==> config.mk <==
export PLATFORM = sky130hd
export DESIGN_NAME = uplink_lane_select_health
export DESIGN_NICKNAME = d
export VERILOG_FILES = /design/src/hdl/uplink_pkg.sv /design/src/hdl/firmware_update_manager.sv /design/src/hdl/uplink_lane_select_health.sv
export SDC_FILE = /design/constraint.sdc
export NUM_CORES = 1
export LEC_CHECK = 0
export ABC_AREA = 1
export BUFFER_PORTS_ARGS = -buffer_cell sky130_fd_sc_hd__buf_2
export CORE_ASPECT_RATIO = 1.1
export CORE_MARGIN = 2
export CORE_UTILIZATION = 45
export CTS_CLUSTER_SIZE = 25
export DETAILED_ROUTE_END_ITERATION = 10
export GPL_TIMING_DRIVEN = 0
export PLACE_DENSITY = 0.7
export SYNTH_ARGS = -nofsm -noshare
export SYNTH_HDL_FRONTEND = slang
export SYNTH_SLANG_ARGS = --single-unit
==> constraint.sdc <==
create_clock -name clock_i -period 2.4 [get_ports clock_i]
set_input_delay 0.24 -clock clock_i [delete_from_list [all_inputs] [get_ports clock_i]]
set_output_delay 0.24 -clock clock_i [all_outputs]
set_load 0.02 [all_outputs]
==> src/hdl/uplink_pkg.sv <==
// Shared constants and types for uplink lane select and health logic
package uplink_pkg;
   // ---------------------------------------------------------------
   // Sizes
   // ---------------------------------------------------------------
   localparam int          NUM_LANES      = 4;
   localparam int          NUM_CRIT       = 4;
   localparam int          ADDR_W         = 8;
   localparam int          DATA_W         = 32;
   localparam int          IRQ_W          = 4;
   localparam int          CNT_W          = 32;
   // ---------------------------------------------------------------
   // Register offsets
   // ---------------------------------------------------------------
   localparam logic [7:0]  OFS_LANE_SEL   = 8'h00;
   localparam logic [7:0]  OFS_HEALTH     = 8'h04;
   localparam logic [7:0]  OFS_IRQ_STAT   = 8'h08;
   localparam logic [7:0]  OFS_IRQ_MASK   = 8'h0c;
   localparam logic [7:0]  OFS_FW_CTRL    = 8'h10;
   localparam logic [7:0]  OFS_THRESH     = 8'h14;
   localparam logic [7:0]  OFS_HYST       = 8'h18;
   // ---------------------------------------------------------------
   // Reset values and health event code
   // ---------------------------------------------------------------
   localparam logic [3:0]  LANE_SEL_RST   = 4'hc;
   localparam logic [7:0]  THRESH_RST     = 8'h50;
   localparam logic [7:0]  HYST_RST       = 8'h05;
   localparam logic [7:0]  HEALTH_EVT     = 8'h03;
   // ---------------------------------------------------------------
   // Field positions
   // ---------------------------------------------------------------
   localparam int          HB_OFFSET      = 0;
   localparam int          HB_PAYLOAD     = 1;
   localparam int          HB_GREEN       = 2;
   localparam int          HB_AMBER       = 3;
   localparam int          HB_TEMP        = 4;
   localparam int          HB_EVT_LO      = 8;
   localparam int          IRQ_ERR_SET    = 0;
   localparam int          IRQ_ERR_CLR    = 1;
   localparam int          IRQ_FW_OK      = 2;
   localparam int          IRQ_FW_REVERT  = 3;
   localparam int          FW_START_BIT   = 0;
   localparam int          FW_BUSY_BIT    = 0;
   localparam int          FW_BANK_BIT    = 1;
   localparam int          FW_STATE_LO    = 4;
   // ---------------------------------------------------------------
   // Timing
   // ---------------------------------------------------------------
   localparam int unsigned CLK_HZ         = 50_000_000;
   localparam int unsigned BOOT_TMO_MS    = 100;
   localparam int unsigned BOOT_TMO_CYC   = (CLK_HZ / 1000) * BOOT_TMO_MS;
   // ---------------------------------------------------------------
   // Update manager states
   // ---------------------------------------------------------------
   typedef enum logic [2:0] {
      FW_IDLE   = 3'h0,
      FW_WRITE  = 3'h1,
      FW_LOAD   = 3'h3,
      FW_BOOT   = 3'h2,
      FW_REVERT = 3'h6
   } fw_state_t;
endpackage : uplink_pkg

==> src/hdl/firmware_update_manager.sv <==
// Dual bank firmware update manager with boot timeout fallback
`timescale 1ns/1ns
module firmware_update_manager #(
   parameter int unsigned BOOT_TIMEOUT_CYCLES = uplink_pkg::BOOT_TMO_CYC
) (
   input  wire logic                clock_i,
   input  wire logic                rst_b_i,
   input  wire logic                start_i,
   input  wire logic                write_done_i,
   input  wire logic                load_done_i,
   input  wire logic                boot_ack_i,
   output logic                     bank_write_o,
   output logic                     write_bank_o,
   output logic                     ctrl_load_o,
   output logic                     load_bank_o,
   output logic                     ctrl_run_o,
   output logic                     active_bank_o,
   output logic                     busy_o,
   output uplink_pkg::fw_state_t    state_o,
   output logic                     ok_pulse_o,
   output logic                     revert_pulse_o
);
   import uplink_pkg::*;

   localparam logic [CNT_W-1:0] TMO_LAST = CNT_W'(BOOT_TIMEOUT_CYCLES - 1);

   typedef struct packed {
      fw_state_t          state;
      logic               active_bank;
      logic               write_bank;
      logic [CNT_W-1:0]   cnt;
      logic               bank_write;
      logic               ctrl_load;
      logic               load_bank;
      logic               ctrl_run;
      logic               ok;
      logic               revert;
   } fw_regs_t;

   fw_regs_t fw_reg;
   fw_regs_t fw_next;

   // ---------------------------------------------------------------
   // Sequencer
   // ---------------------------------------------------------------
   always_comb begin
      fw_next        = fw_reg;
      fw_next.ok     = 1'b0;
      fw_next.revert = 1'b0;
      unique case (fw_reg.state)
         FW_IDLE: begin
            if (start_i) begin
               fw_next.write_bank = ~fw_reg.active_bank;
               fw_next.bank_write = 1'b1;
               fw_next.state      = FW_WRITE;
            end
         end
         FW_WRITE: begin
            if (write_done_i) begin
               fw_next.bank_write = 1'b0;
               fw_next.ctrl_run   = 1'b0;
               fw_next.ctrl_load  = 1'b1;
               fw_next.load_bank  = fw_reg.write_bank;
               fw_next.state      = FW_LOAD;
            end
         end
         FW_LOAD: begin
            if (load_done_i) begin
               fw_next.ctrl_load = 1'b0;
               fw_next.ctrl_run  = 1'b1;
               fw_next.cnt       = '0;
               fw_next.state     = FW_BOOT;
            end
         end
         FW_BOOT: begin
            if (boot_ack_i) begin
               fw_next.active_bank = fw_reg.write_bank;
               fw_next.ok          = 1'b1;
               fw_next.state       = FW_IDLE;
            end else if (fw_reg.cnt == TMO_LAST) begin
               fw_next.ctrl_run  = 1'b0;
               fw_next.ctrl_load = 1'b1;
               fw_next.load_bank = fw_reg.active_bank;
               fw_next.revert    = 1'b1;
               fw_next.state     = FW_REVERT;
            end else begin
               fw_next.cnt = fw_reg.cnt + 1'b1;
            end
         end
         FW_REVERT: begin
            if (load_done_i) begin
               fw_next.ctrl_load = 1'b0;
               fw_next.ctrl_run  = 1'b1;
               fw_next.state     = FW_IDLE;
            end
         end
         default: begin
            fw_next.state = FW_IDLE;
         end
      endcase
   end

   always_ff @(posedge clock_i) begin
      if (!rst_b_i) begin
         fw_reg          <= '0;
         fw_reg.state    <= FW_IDLE;
         fw_reg.ctrl_run <= 1'b1;
      end else begin
         fw_reg <= fw_next;
      end
   end

   assign bank_write_o   = fw_reg.bank_write;
   assign write_bank_o   = fw_reg.write_bank;
   assign ctrl_load_o    = fw_reg.ctrl_load;
   assign load_bank_o    = fw_reg.load_bank;
   assign ctrl_run_o     = fw_reg.ctrl_run;
   assign active_bank_o  = fw_reg.active_bank;
   assign busy_o         = (fw_reg.state != FW_IDLE);
   assign state_o        = fw_reg.state;
   assign ok_pulse_o     = fw_reg.ok;
   assign revert_pulse_o = fw_reg.revert;
endmodule : firmware_update_manager

==> src/hdl/uplink_lane_select_health.sv <==
// Uplink lane selectors, health indicator, update manager and APB registers
`timescale 1ns/1ns
module uplink_lane_select_health #(
   parameter int unsigned NUM_LANES           = uplink_pkg::NUM_LANES,
   parameter int unsigned NUM_CRIT            = uplink_pkg::NUM_CRIT,
   parameter int unsigned BOOT_TIMEOUT_CYCLES = uplink_pkg::BOOT_TMO_CYC
) (
   input  wire logic                          clock_i,
   input  wire logic                          rst_b_i,
   input  wire logic                          psel_i,
   input  wire logic                          penable_i,
   input  wire logic                          pwrite_i,
   input  wire logic [uplink_pkg::ADDR_W-1:0] paddr_i,
   input  wire logic [uplink_pkg::DATA_W-1:0] pwdata_i,
   output logic      [uplink_pkg::DATA_W-1:0] prdata_o,
   output logic                               pready_o,
   output logic                               pslverr_o,
   input  wire logic [NUM_CRIT-1:0]           critical_i,
   input  wire logic [7:0]                    temp_i,
   input  wire logic                          payload_on_i,
   input  wire logic [NUM_LANES-1:0]          uplink_tx_i,
   input  wire logic [NUM_LANES-1:0]          port_a_rx_i,
   input  wire logic [NUM_LANES-1:0]          port_b_rx_i,
   output logic      [NUM_LANES-1:0]          port_a_tx_o,
   output logic      [NUM_LANES-1:0]          port_b_tx_o,
   output logic      [NUM_LANES-1:0]          uplink_rx_o,
   output logic      [NUM_LANES-1:0]          lane_sel_o,
   output logic                               health_green_o,
   output logic                               health_amber_o,
   output logic                               health_err_o,
   output logic                               irq_o,
   input  wire logic                          write_done_i,
   input  wire logic                          load_done_i,
   input  wire logic                          boot_ack_i,
   output logic                               bank_write_o,
   output logic                               write_bank_o,
   output logic                               ctrl_load_o,
   output logic                               load_bank_o,
   output logic                               ctrl_run_o
);
   import uplink_pkg::*;

   typedef struct packed {
      logic [NUM_LANES-1:0] lane_sel;
      logic [NUM_LANES-1:0] port_a_tx;
      logic [NUM_LANES-1:0] port_b_tx;
      logic [NUM_LANES-1:0] uplink_rx;
      logic [7:0]           thresh;
      logic [7:0]           hyst;
      logic                 temp_over;
      logic                 health_err;
      logic                 green;
      logic                 amber;
      logic [IRQ_W-1:0]     irq_stat;
      logic [IRQ_W-1:0]     irq_mask;
      logic                 irq;
      logic                 pready;
      logic                 pslverr;
      logic [DATA_W-1:0]    prdata;
      logic                 fw_start;
   } top_regs_t;

   top_regs_t top_reg;
   top_regs_t top_next;

   logic [NUM_LANES-1:0] route_a;
   logic [NUM_LANES-1:0] route_b;
   logic [NUM_LANES-1:0] route_rx;
   logic                 fw_busy;
   logic                 fw_active_bank;
   fw_state_t            fw_state;
   logic                 fw_ok;
   logic                 fw_revert;

   // ---------------------------------------------------------------
   // Lane selectors
   // ---------------------------------------------------------------
   genvar lane;
   generate
      for (lane = 0; lane < NUM_LANES; lane++) begin : g_lane
         // Port A side is P0,P1,P20,P4; port B side is P11,P10,P9,P8
         assign route_a[lane]  = uplink_tx_i[lane] & ~top_reg.lane_sel[lane];
         assign route_b[lane]  = uplink_tx_i[lane] & top_reg.lane_sel[lane];
         assign route_rx[lane] = top_reg.lane_sel[lane] ? port_b_rx_i[lane] : port_a_rx_i[lane];
      end
   endgenerate

   // ---------------------------------------------------------------
   // Update manager
   // ---------------------------------------------------------------
   firmware_update_manager #(
      .BOOT_TIMEOUT_CYCLES (BOOT_TIMEOUT_CYCLES)
   ) u_fw (
      .clock_i        (clock_i),
      .rst_b_i        (rst_b_i),
      .start_i        (top_reg.fw_start),
      .write_done_i   (write_done_i),
      .load_done_i    (load_done_i),
      .boot_ack_i     (boot_ack_i),
      .bank_write_o   (bank_write_o),
      .write_bank_o   (write_bank_o),
      .ctrl_load_o    (ctrl_load_o),
      .load_bank_o    (load_bank_o),
      .ctrl_run_o     (ctrl_run_o),
      .active_bank_o  (fw_active_bank),
      .busy_o         (fw_busy),
      .state_o        (fw_state),
      .ok_pulse_o     (fw_ok),
      .revert_pulse_o (fw_revert)
   );

   // ---------------------------------------------------------------
   // Next state
   // ---------------------------------------------------------------
   always_comb begin
      logic              access;
      logic              commit;
      logic              hit;
      logic [DATA_W-1:0] rd;
      logic [IRQ_W-1:0]  w1c;
      logic [IRQ_W-1:0]  events;
      logic [8:0]        low_band;
      access   = 1'b0;
      commit   = 1'b0;
      hit      = 1'b0;
      rd       = '0;
      w1c      = '0;
      events   = '0;
      low_band = '0;
      top_next = top_reg;
      top_next.fw_start  = 1'b0;
      top_next.port_a_tx = route_a;
      top_next.port_b_tx = route_b;
      top_next.uplink_rx = route_rx;

      // Temperature sensor with threshold and hysteresis band
      low_band = {1'b0, temp_i} + {1'b0, top_reg.hyst};
      if (temp_i > top_reg.thresh) begin
         top_next.temp_over = 1'b1;
      end else if (low_band < {1'b0, top_reg.thresh}) begin
         top_next.temp_over = 1'b0;
      end

      // Health aggregation and indicator
      top_next.health_err = (|critical_i) | top_reg.temp_over;
      top_next.green      = payload_on_i & ~top_next.health_err;
      top_next.amber      = payload_on_i & top_next.health_err;

      // APB decode
      access = psel_i & penable_i & ~top_reg.pready;
      commit = psel_i & penable_i & top_reg.pready;
      unique case (paddr_i)
         OFS_LANE_SEL: begin
            hit = 1'b1;
            rd[NUM_LANES-1:0] = top_reg.lane_sel;
         end
         OFS_HEALTH: begin
            hit = 1'b1;
            rd[HB_OFFSET]               = top_reg.health_err;
            rd[HB_PAYLOAD]              = payload_on_i;
            rd[HB_GREEN]                = top_reg.green;
            rd[HB_AMBER]                = top_reg.amber;
            rd[HB_TEMP]                 = top_reg.temp_over;
            rd[HB_EVT_LO +: 8]          = HEALTH_EVT;
         end
         OFS_IRQ_STAT: begin
            hit = 1'b1;
            rd[IRQ_W-1:0] = top_reg.irq_stat;
         end
         OFS_IRQ_MASK: begin
            hit = 1'b1;
            rd[IRQ_W-1:0] = top_reg.irq_mask;
         end
         OFS_FW_CTRL: begin
            hit = 1'b1;
            rd[FW_BUSY_BIT]        = fw_busy;
            rd[FW_BANK_BIT]        = fw_active_bank;
            rd[FW_STATE_LO +: 3]   = fw_state;
         end
         OFS_THRESH: begin
            hit = 1'b1;
            rd[7:0] = top_reg.thresh;
         end
         OFS_HYST: begin
            hit = 1'b1;
            rd[7:0] = top_reg.hyst;
         end
         default: begin
            hit = 1'b0;
         end
      endcase

      if (access) begin
         top_next.pready  = 1'b1;
         top_next.pslverr = ~hit;
         top_next.prdata  = pwrite_i ? '0 : rd;
      end else if (commit) begin
         top_next.pready  = 1'b0;
         top_next.pslverr = 1'b0;
         top_next.prdata  = '0;
         if (pwrite_i) begin
            unique case (paddr_i)
               OFS_LANE_SEL: begin
                  top_next.lane_sel = pwdata_i[NUM_LANES-1:0];
               end
               OFS_IRQ_STAT: begin
                  w1c = pwdata_i[IRQ_W-1:0];
               end
               OFS_IRQ_MASK: begin
                  top_next.irq_mask = pwdata_i[IRQ_W-1:0];
               end
               OFS_FW_CTRL: begin
                  top_next.fw_start = pwdata_i[FW_START_BIT] & ~fw_busy;
               end
               OFS_THRESH: begin
                  top_next.thresh = pwdata_i[7:0];
               end
               OFS_HYST: begin
                  top_next.hyst = pwdata_i[7:0];
               end
               default: begin
                  top_next.pslverr = 1'b0;
               end
            endcase
         end
      end

      // Sticky events, set beats clear
      events[IRQ_ERR_SET]   = top_next.health_err & ~top_reg.health_err;
      events[IRQ_ERR_CLR]   = ~top_next.health_err & top_reg.health_err;
      events[IRQ_FW_OK]     = fw_ok;
      events[IRQ_FW_REVERT] = fw_revert;
      top_next.irq_stat = (top_reg.irq_stat & ~w1c) | events;
      top_next.irq      = |(top_next.irq_stat & top_next.irq_mask);
   end

   always_ff @(posedge clock_i) begin
      if (!rst_b_i) begin
         top_reg          <= '0;
         top_reg.lane_sel <= LANE_SEL_RST;
         top_reg.thresh   <= THRESH_RST;
         top_reg.hyst     <= HYST_RST;
      end else begin
         top_reg <= top_next;
      end
   end

   // ---------------------------------------------------------------
   // Outputs
   // ---------------------------------------------------------------
   assign prdata_o       = top_reg.prdata;
   assign pready_o       = top_reg.pready;
   assign pslverr_o      = top_reg.pslverr;
   assign port_a_tx_o    = top_reg.port_a_tx;
   assign port_b_tx_o    = top_reg.port_b_tx;
   assign uplink_rx_o    = top_reg.uplink_rx;
   assign lane_sel_o     = top_reg.lane_sel;
   assign health_green_o = top_reg.green;
   assign health_amber_o = top_reg.amber;
   assign health_err_o   = top_reg.health_err;
   assign irq_o          = top_reg.irq;

   logic commit_w;
   assign commit_w = psel_i & penable_i & top_reg.pready;
endmodule : uplink_lane_select_health

# Word-level counts from Yosys, hierarchy flattened
# Cells that the tools add are included.
op_classes:
  addsub: 2
  n_mul: 0
  div_mod_pow: 0
  magnitude_cmp: 2
  eq_ne: 20
  n_shift: 0
  n_mux: 49
  n_bitwise: 37
  n_reduce_logical: 26
op_table:
  columns: ["cell", "n"]
  rows:
  - ["two-way mux 32 bit", 3]
  - ["one-hot mux 32 bit (2 select lines)", 1]
  - ["two-way mux 4 bit", 9]
  - ["two-way mux 35 bit", 1]
  - ["two-way mux 34 bit", 1]
  - ["adder 32 x 1 -> 32 bit (second input constant)", 1]
  - ["equality test 32 x 23 -> 1 bit (second input constant)", 1]
  - ["equality test 8 x 5 -> 1 bit (second input constant)", 3]
  - ["two-way mux 3 bit", 8]
  - ["AND reduction 4 bit", 5]
  - ["AND 1 bit", 16]
  - ["equality test 8 x 4 -> 1 bit (second input constant)", 2]
  - ["two-way mux 16 bit", 1]
  - ["NOT 1 bit", 16]
  - ["one-hot mux 3 bit (5 select lines)", 1]
  - ["two-way mux 1 bit", 14]
  - ["one-hot mux 2 bit (7 select lines)", 1]
  - ["!= test 2 bit (second input constant)", 6]
  - ["one-hot mux 2 bit (6 select lines)", 1]
  - ["AND reduction 5 bit", 2]
  - ["nonzero test 2 bit", 5]
  - ["adder 8 x 8 -> 9 bit", 1]
  - ["< comparator 9 x 8 -> 1 bit", 1]
  - ["AND 4 bit", 2]
  - ["other kinds (25)", 34]
totals:
  ff_bits: 123
  latchBits: 0
  ram_bits: 0
  romBits: 0
  memories: 0

# Logic depth before layout (Yosys ltp)
depth:
  depth_word: 10
  depth_mapped: 17
  ltp_nobuf: 17

# Modules after synthesis
# From an unflattened synthesis, not the netlist that was laid out.
hier_totals:
  hier_cells: 994
  area_unflattened_um2: 6548.8
by_module_without_submodules:
  columns: ["mod", "instances", "cells_per_inst", "area_per_inst_um2", "seq_area_each_um2"]
  rows:
  - ["uplink_lane_select_health", 1, 479, 3493.4, 1141.1]
  - ["firmware_update_manager", 1, 515, 3055.4, 860.8]

# Least setup slack after synthesis
# Ideal clock, no wire load.
synth_timing:
  path_type: "register to register"
  start: "register top_reg[48] in the netlist's numbering"
  end: "register top_reg[47] in the netlist's numbering"
  arrival_ns: 2.277
  required_ns: 2.268
  slack_ns: -0.009
  path_stages_with_launch: 16
  path_buffers: 0
  period_less_slack_ns: 2.409
  path_cell_list: "dfxtp_1 > ha_1 > inv_1 > fa_1 > nand3b_1 > nand2_1 > a21oi_1 > o21ai_0 > xor2_1 > ha_1 > a21oi_1 > o2111ai_1 > nor2_1 > nand2_1 > nand2_1 > a21oi_1"
synth_between:
  elab_chain_len: 3
synth_lines:
  columns: ["element", "line", "rtl"]
  rows:
  - ["start, declared", "uplink_lane_select_health.sv:63", "top_regs_t top_reg;"]
  - ["start signal, assigned", "uplink_lane_select_health.sv:244", "top_reg <= top_next;"]
  - ["adder 8 x 8 -> 9 bit", "uplink_lane_select_health.sv:137", "low_band = {1'b0, temp_i} + {1'b0, top_reg.hyst};"]
  - ["< comparator 9 x 8 -> 1 bit", "uplink_lane_select_health.sv:140", "end else if (low_band < {1'b0, top_reg.thresh}) begin"]
  - ["nonzero test 2 bit (no line)", null, null]
# Every way passes these cells.
# A chain may end at the register's enable or synchronous reset.

# Worst setup path in the final report
# Same ends and word-level chain as after synthesis.

==> reports/qor.yml <==
min_path:
  min_from: "port_b_rx_i[3]"
  hold_path_class: "input pin to flop"
  hold_end: "uplink_rx_o[3]"
  hold_depth: 3
global_route:
  met1_usage: 0.262
  grt_pass1_wl_mm: 27.1
  grt_max_degree: 20
  use_met3: 0.0610
  grt-ovfl-total: 0
  antenna_found_initial: 0
  busiest_layer: "met2"
  grt_use_met2: 0.413
  grt_pass1_vias: 5727
  track_usage: 0.231
floorplanning:
  die_h_um: 128
  fp.dieW_um: 117
  core.rowCount: 45
  initial_core_util: 0.458
  core-area_um2: 13700
  dieArea_um2: 14900
  num_io_pins: 132
timing:
  min_period_over_period: 1.06
  setup_slack_ns: -0.138
  clock_skew_ns: 0.00751
  fmax_mhz: 394
  slew_viol_final: 0
  worst-slew-pin-transition_ns: 0.845
  setup_violations: 1
  rsz0062_at_grt: "true"
  finalHoldViolations: 0
  min_period_ns: 2.54
  max-slew-margin-rel: 0.431
route:
  wl_mm: 16.9
  drc: 0
  dr.pass1.iters: 6
  vias: 6202
  wl_per_cell_um: 13.2
  ant_nets: 0
  viasPerCell: 4.85
  drt_iter0_markers: 419
pwr:
  power_leakage_nw: 3.22
  power-per-cell-area_nw_per_um2: 587
  p_int_w: 0.00288
  clockPowerShare: 0.359
  switchingPower_w: 0.00147
  swShare: 0.337
  ir_drop_mv: 0.525
  pwr-share-comb: 0.236
  pwr-share-seq: 0.405
  power_w: 0.00435
clocking:
  holdBufCountCts: 0
  numCtsBuffers: 9
  path_clk_slew_ns: 0.08
  cts_sinks: 100
  cts-root-buf: "clkbuf_16"
  clock_path_buffers: 2
  htree_levels: 3
  clock_latency_ns: 0.36
  cts_tree: "built"
critical_path:
  r2r_start: "top_reg[48]"
  cp_max_fo: 2
  startpoint_type: "flop"
  worst_setup_path_end_kind: "flop"
  worstRegToRegCells: 15
  cp.required_ns: 2.62
  critPathArrivalTime_ns: 2.76
  critPathKind: "flop to flop"
  r2r_end: "top_reg[47]"
  r2r_slack_ns: -0.14
yosys:
  synth_xor_area_frac: 0.0334
  yosysTopAreaCellShare: 0.318
  ys_types: 39
  yosys-top-cells-count: "nand2_1 (229), nor2_1 (128), inv_1 (115)"
  yosys_register_bits: 100
  synth_flop_cell: "dfxtp_1"
  synth-compound-area-share: 0.125
  yosys_warnings: 0
  yosysMostFrequentCell: "nand2_1"
  synth-edff-count: 0
  syn_inst: 967
  synth_adder_area_share: 0.0509
  synth.area.top_cells: "dfxtp_1 (32%), nand2_1 (14%), nor2_1 (7.6%), inv_1 (6.9%), a21oi_1 (5.9%)"
  ys_seq_area_frac: 0.318
  yosys.area.top_type: "dfxtp_1"
  syn_avg_cell_area_um2: 6.50
  synth_simple_gate_area_share: 0.321
  synth_top_family_by_area: "simple AND/OR/NAND/NOR gates"
  async_flop_share: 0
  synthMuxAreaShare: 0
  syn-cell-area_um2: 6290
layout:
  post-route-util: 0.539
  fill_cells: 1407
  diodes: 0
  largest_reg_flops: 32
  finalNetCount: 1183
  drive_gt1_frac: 0.197
  synthToLayoutAreaGrowth_pct: 17.8
  instances_no_fill: 1278
outcome:
  outcome: "complete, but fails checks"
  violations: "setup timing"
placement:
  post-dp-hpwl_mm: 13.4
  gpl.final_weighted_congestion: 0.926
  io_buffers: 84
  dp.cells: 1260
flow_run:
  drv_cap: 0
==> critical path, stage by stage, from the launching register on <==
cell and delay (ns):
dfxtp_2 0.36, ha_4 0.14, inv_2 0.03, fa_2 0.35, nand3b_1 0.18, nand2_2 0.09, a21oi_2 0.06, o21ai_2 0.13
xor2_1 0.17, ha_1 0.27, a21oi_2 0.15, o2111ai_2 0.14, nor2_1 0.13, nand2_1 0.08, nand2_1 0.06, a21oi_1 0.05
==> kinds of logic after synthesis <==
group	Yosys count
flip-flops	100
other	1
AO/OA/AOI/OAI	143
buffers and inverters	198
AND/OR/NAND/NOR	476
XOR/XNOR	24
adder cells (fa/ha/maj)	25
==> worst max path at each step <==
stage / end / cells after the start / slack (ns) / startpoint
CTS: top_reg[47] / 15 / -0.15 / top_reg[48]
finish: top_reg[47] / 15 / -0.14 / top_reg[48]
detailed placement: top_reg[47] / 15 / -0.34 / top_reg[48]
floorplan: top_reg[47] / 15 / 0.03 / top_reg[48]
global placement: top_reg[47] / 15 / -0.32 / top_reg[48]
global route: top_reg[47] / 15 / -0.27 / top_reg[48]
==> metrics by stage <==
step           worst slack, ns  instance area (um2)  TNS [ns]  hold WS, ns
3_5_place_dp            -0.345                 7020    -0.345        0.425
5_1_grt                 -0.265                 7410    -0.265        0.105
2_1_floorplan           0.0324                 6370         0        0.317
4_1_cts                 -0.154                 7390    -0.154       0.0906
3_3_place_gp            -0.319                 7020    -0.319        0.417
6_report                -0.138                 7410    -0.138       0.0949
==> metal layers <==
layer	vias up	wire length [um]
li1	3253	-
met1	2721	6890
met2	189	8360
met3	39	1150
met4	0	518
met5	-	0
==> cell type report <==
cell class,instances,area [um2],area share
Clock inverter,7,97.6,0.0132
Timing Repair Buffer,86,435,0.0588
Inverter,123,462,0.0623
Buffer,75,490,0.0662
Sequential cell,100,2000,0.270
Multi-Input combinational cell,690,3460,0.467
Clock buffer,9,225,0.0304
Tap cell,188,235,0.0317
==> placed cells by master, fill, tap and decap left out, drive strengths merged <==
cell and n:
nand2 244, buf 146, nor2 134, inv 124, dfxtp 100, a21oi 83
nand3 51, o21ai 47, nor3 25, ha 24, clkbuf 24, conb 22
xor2 17, nand4 12, xnor2 7, o211ai 6, nor4 6, clkinv 3
or2 2, o22ai 2, clkinvlp 2, o2111ai 2, nand3b 1, o21bai 1
nor3b 1, o221ai 1, o21a 1, fa 1, bufinv 1
==> repair_timing <==
action,CTS,global route
endpoints found under the hold margin,0,0
gates resized for setup,9,6
endpoints found under the setup margin,1,1
setup buffers,2,0
pin swaps,7,7
==> power groups by stage <==
stage                     sequential [W]  combinational [W]  clock [W]
after global routing             0.00177            0.00115    0.00165
after global placement           0.00180            0.00100          0
after floorplan                  0.00181           0.000717          0
after CTS                        0.00176            0.00102    0.00158
after detailed placement         0.00180            0.00101          0
final                            0.00176            0.00103    0.00156
Power figures use the tool's default switching activity.
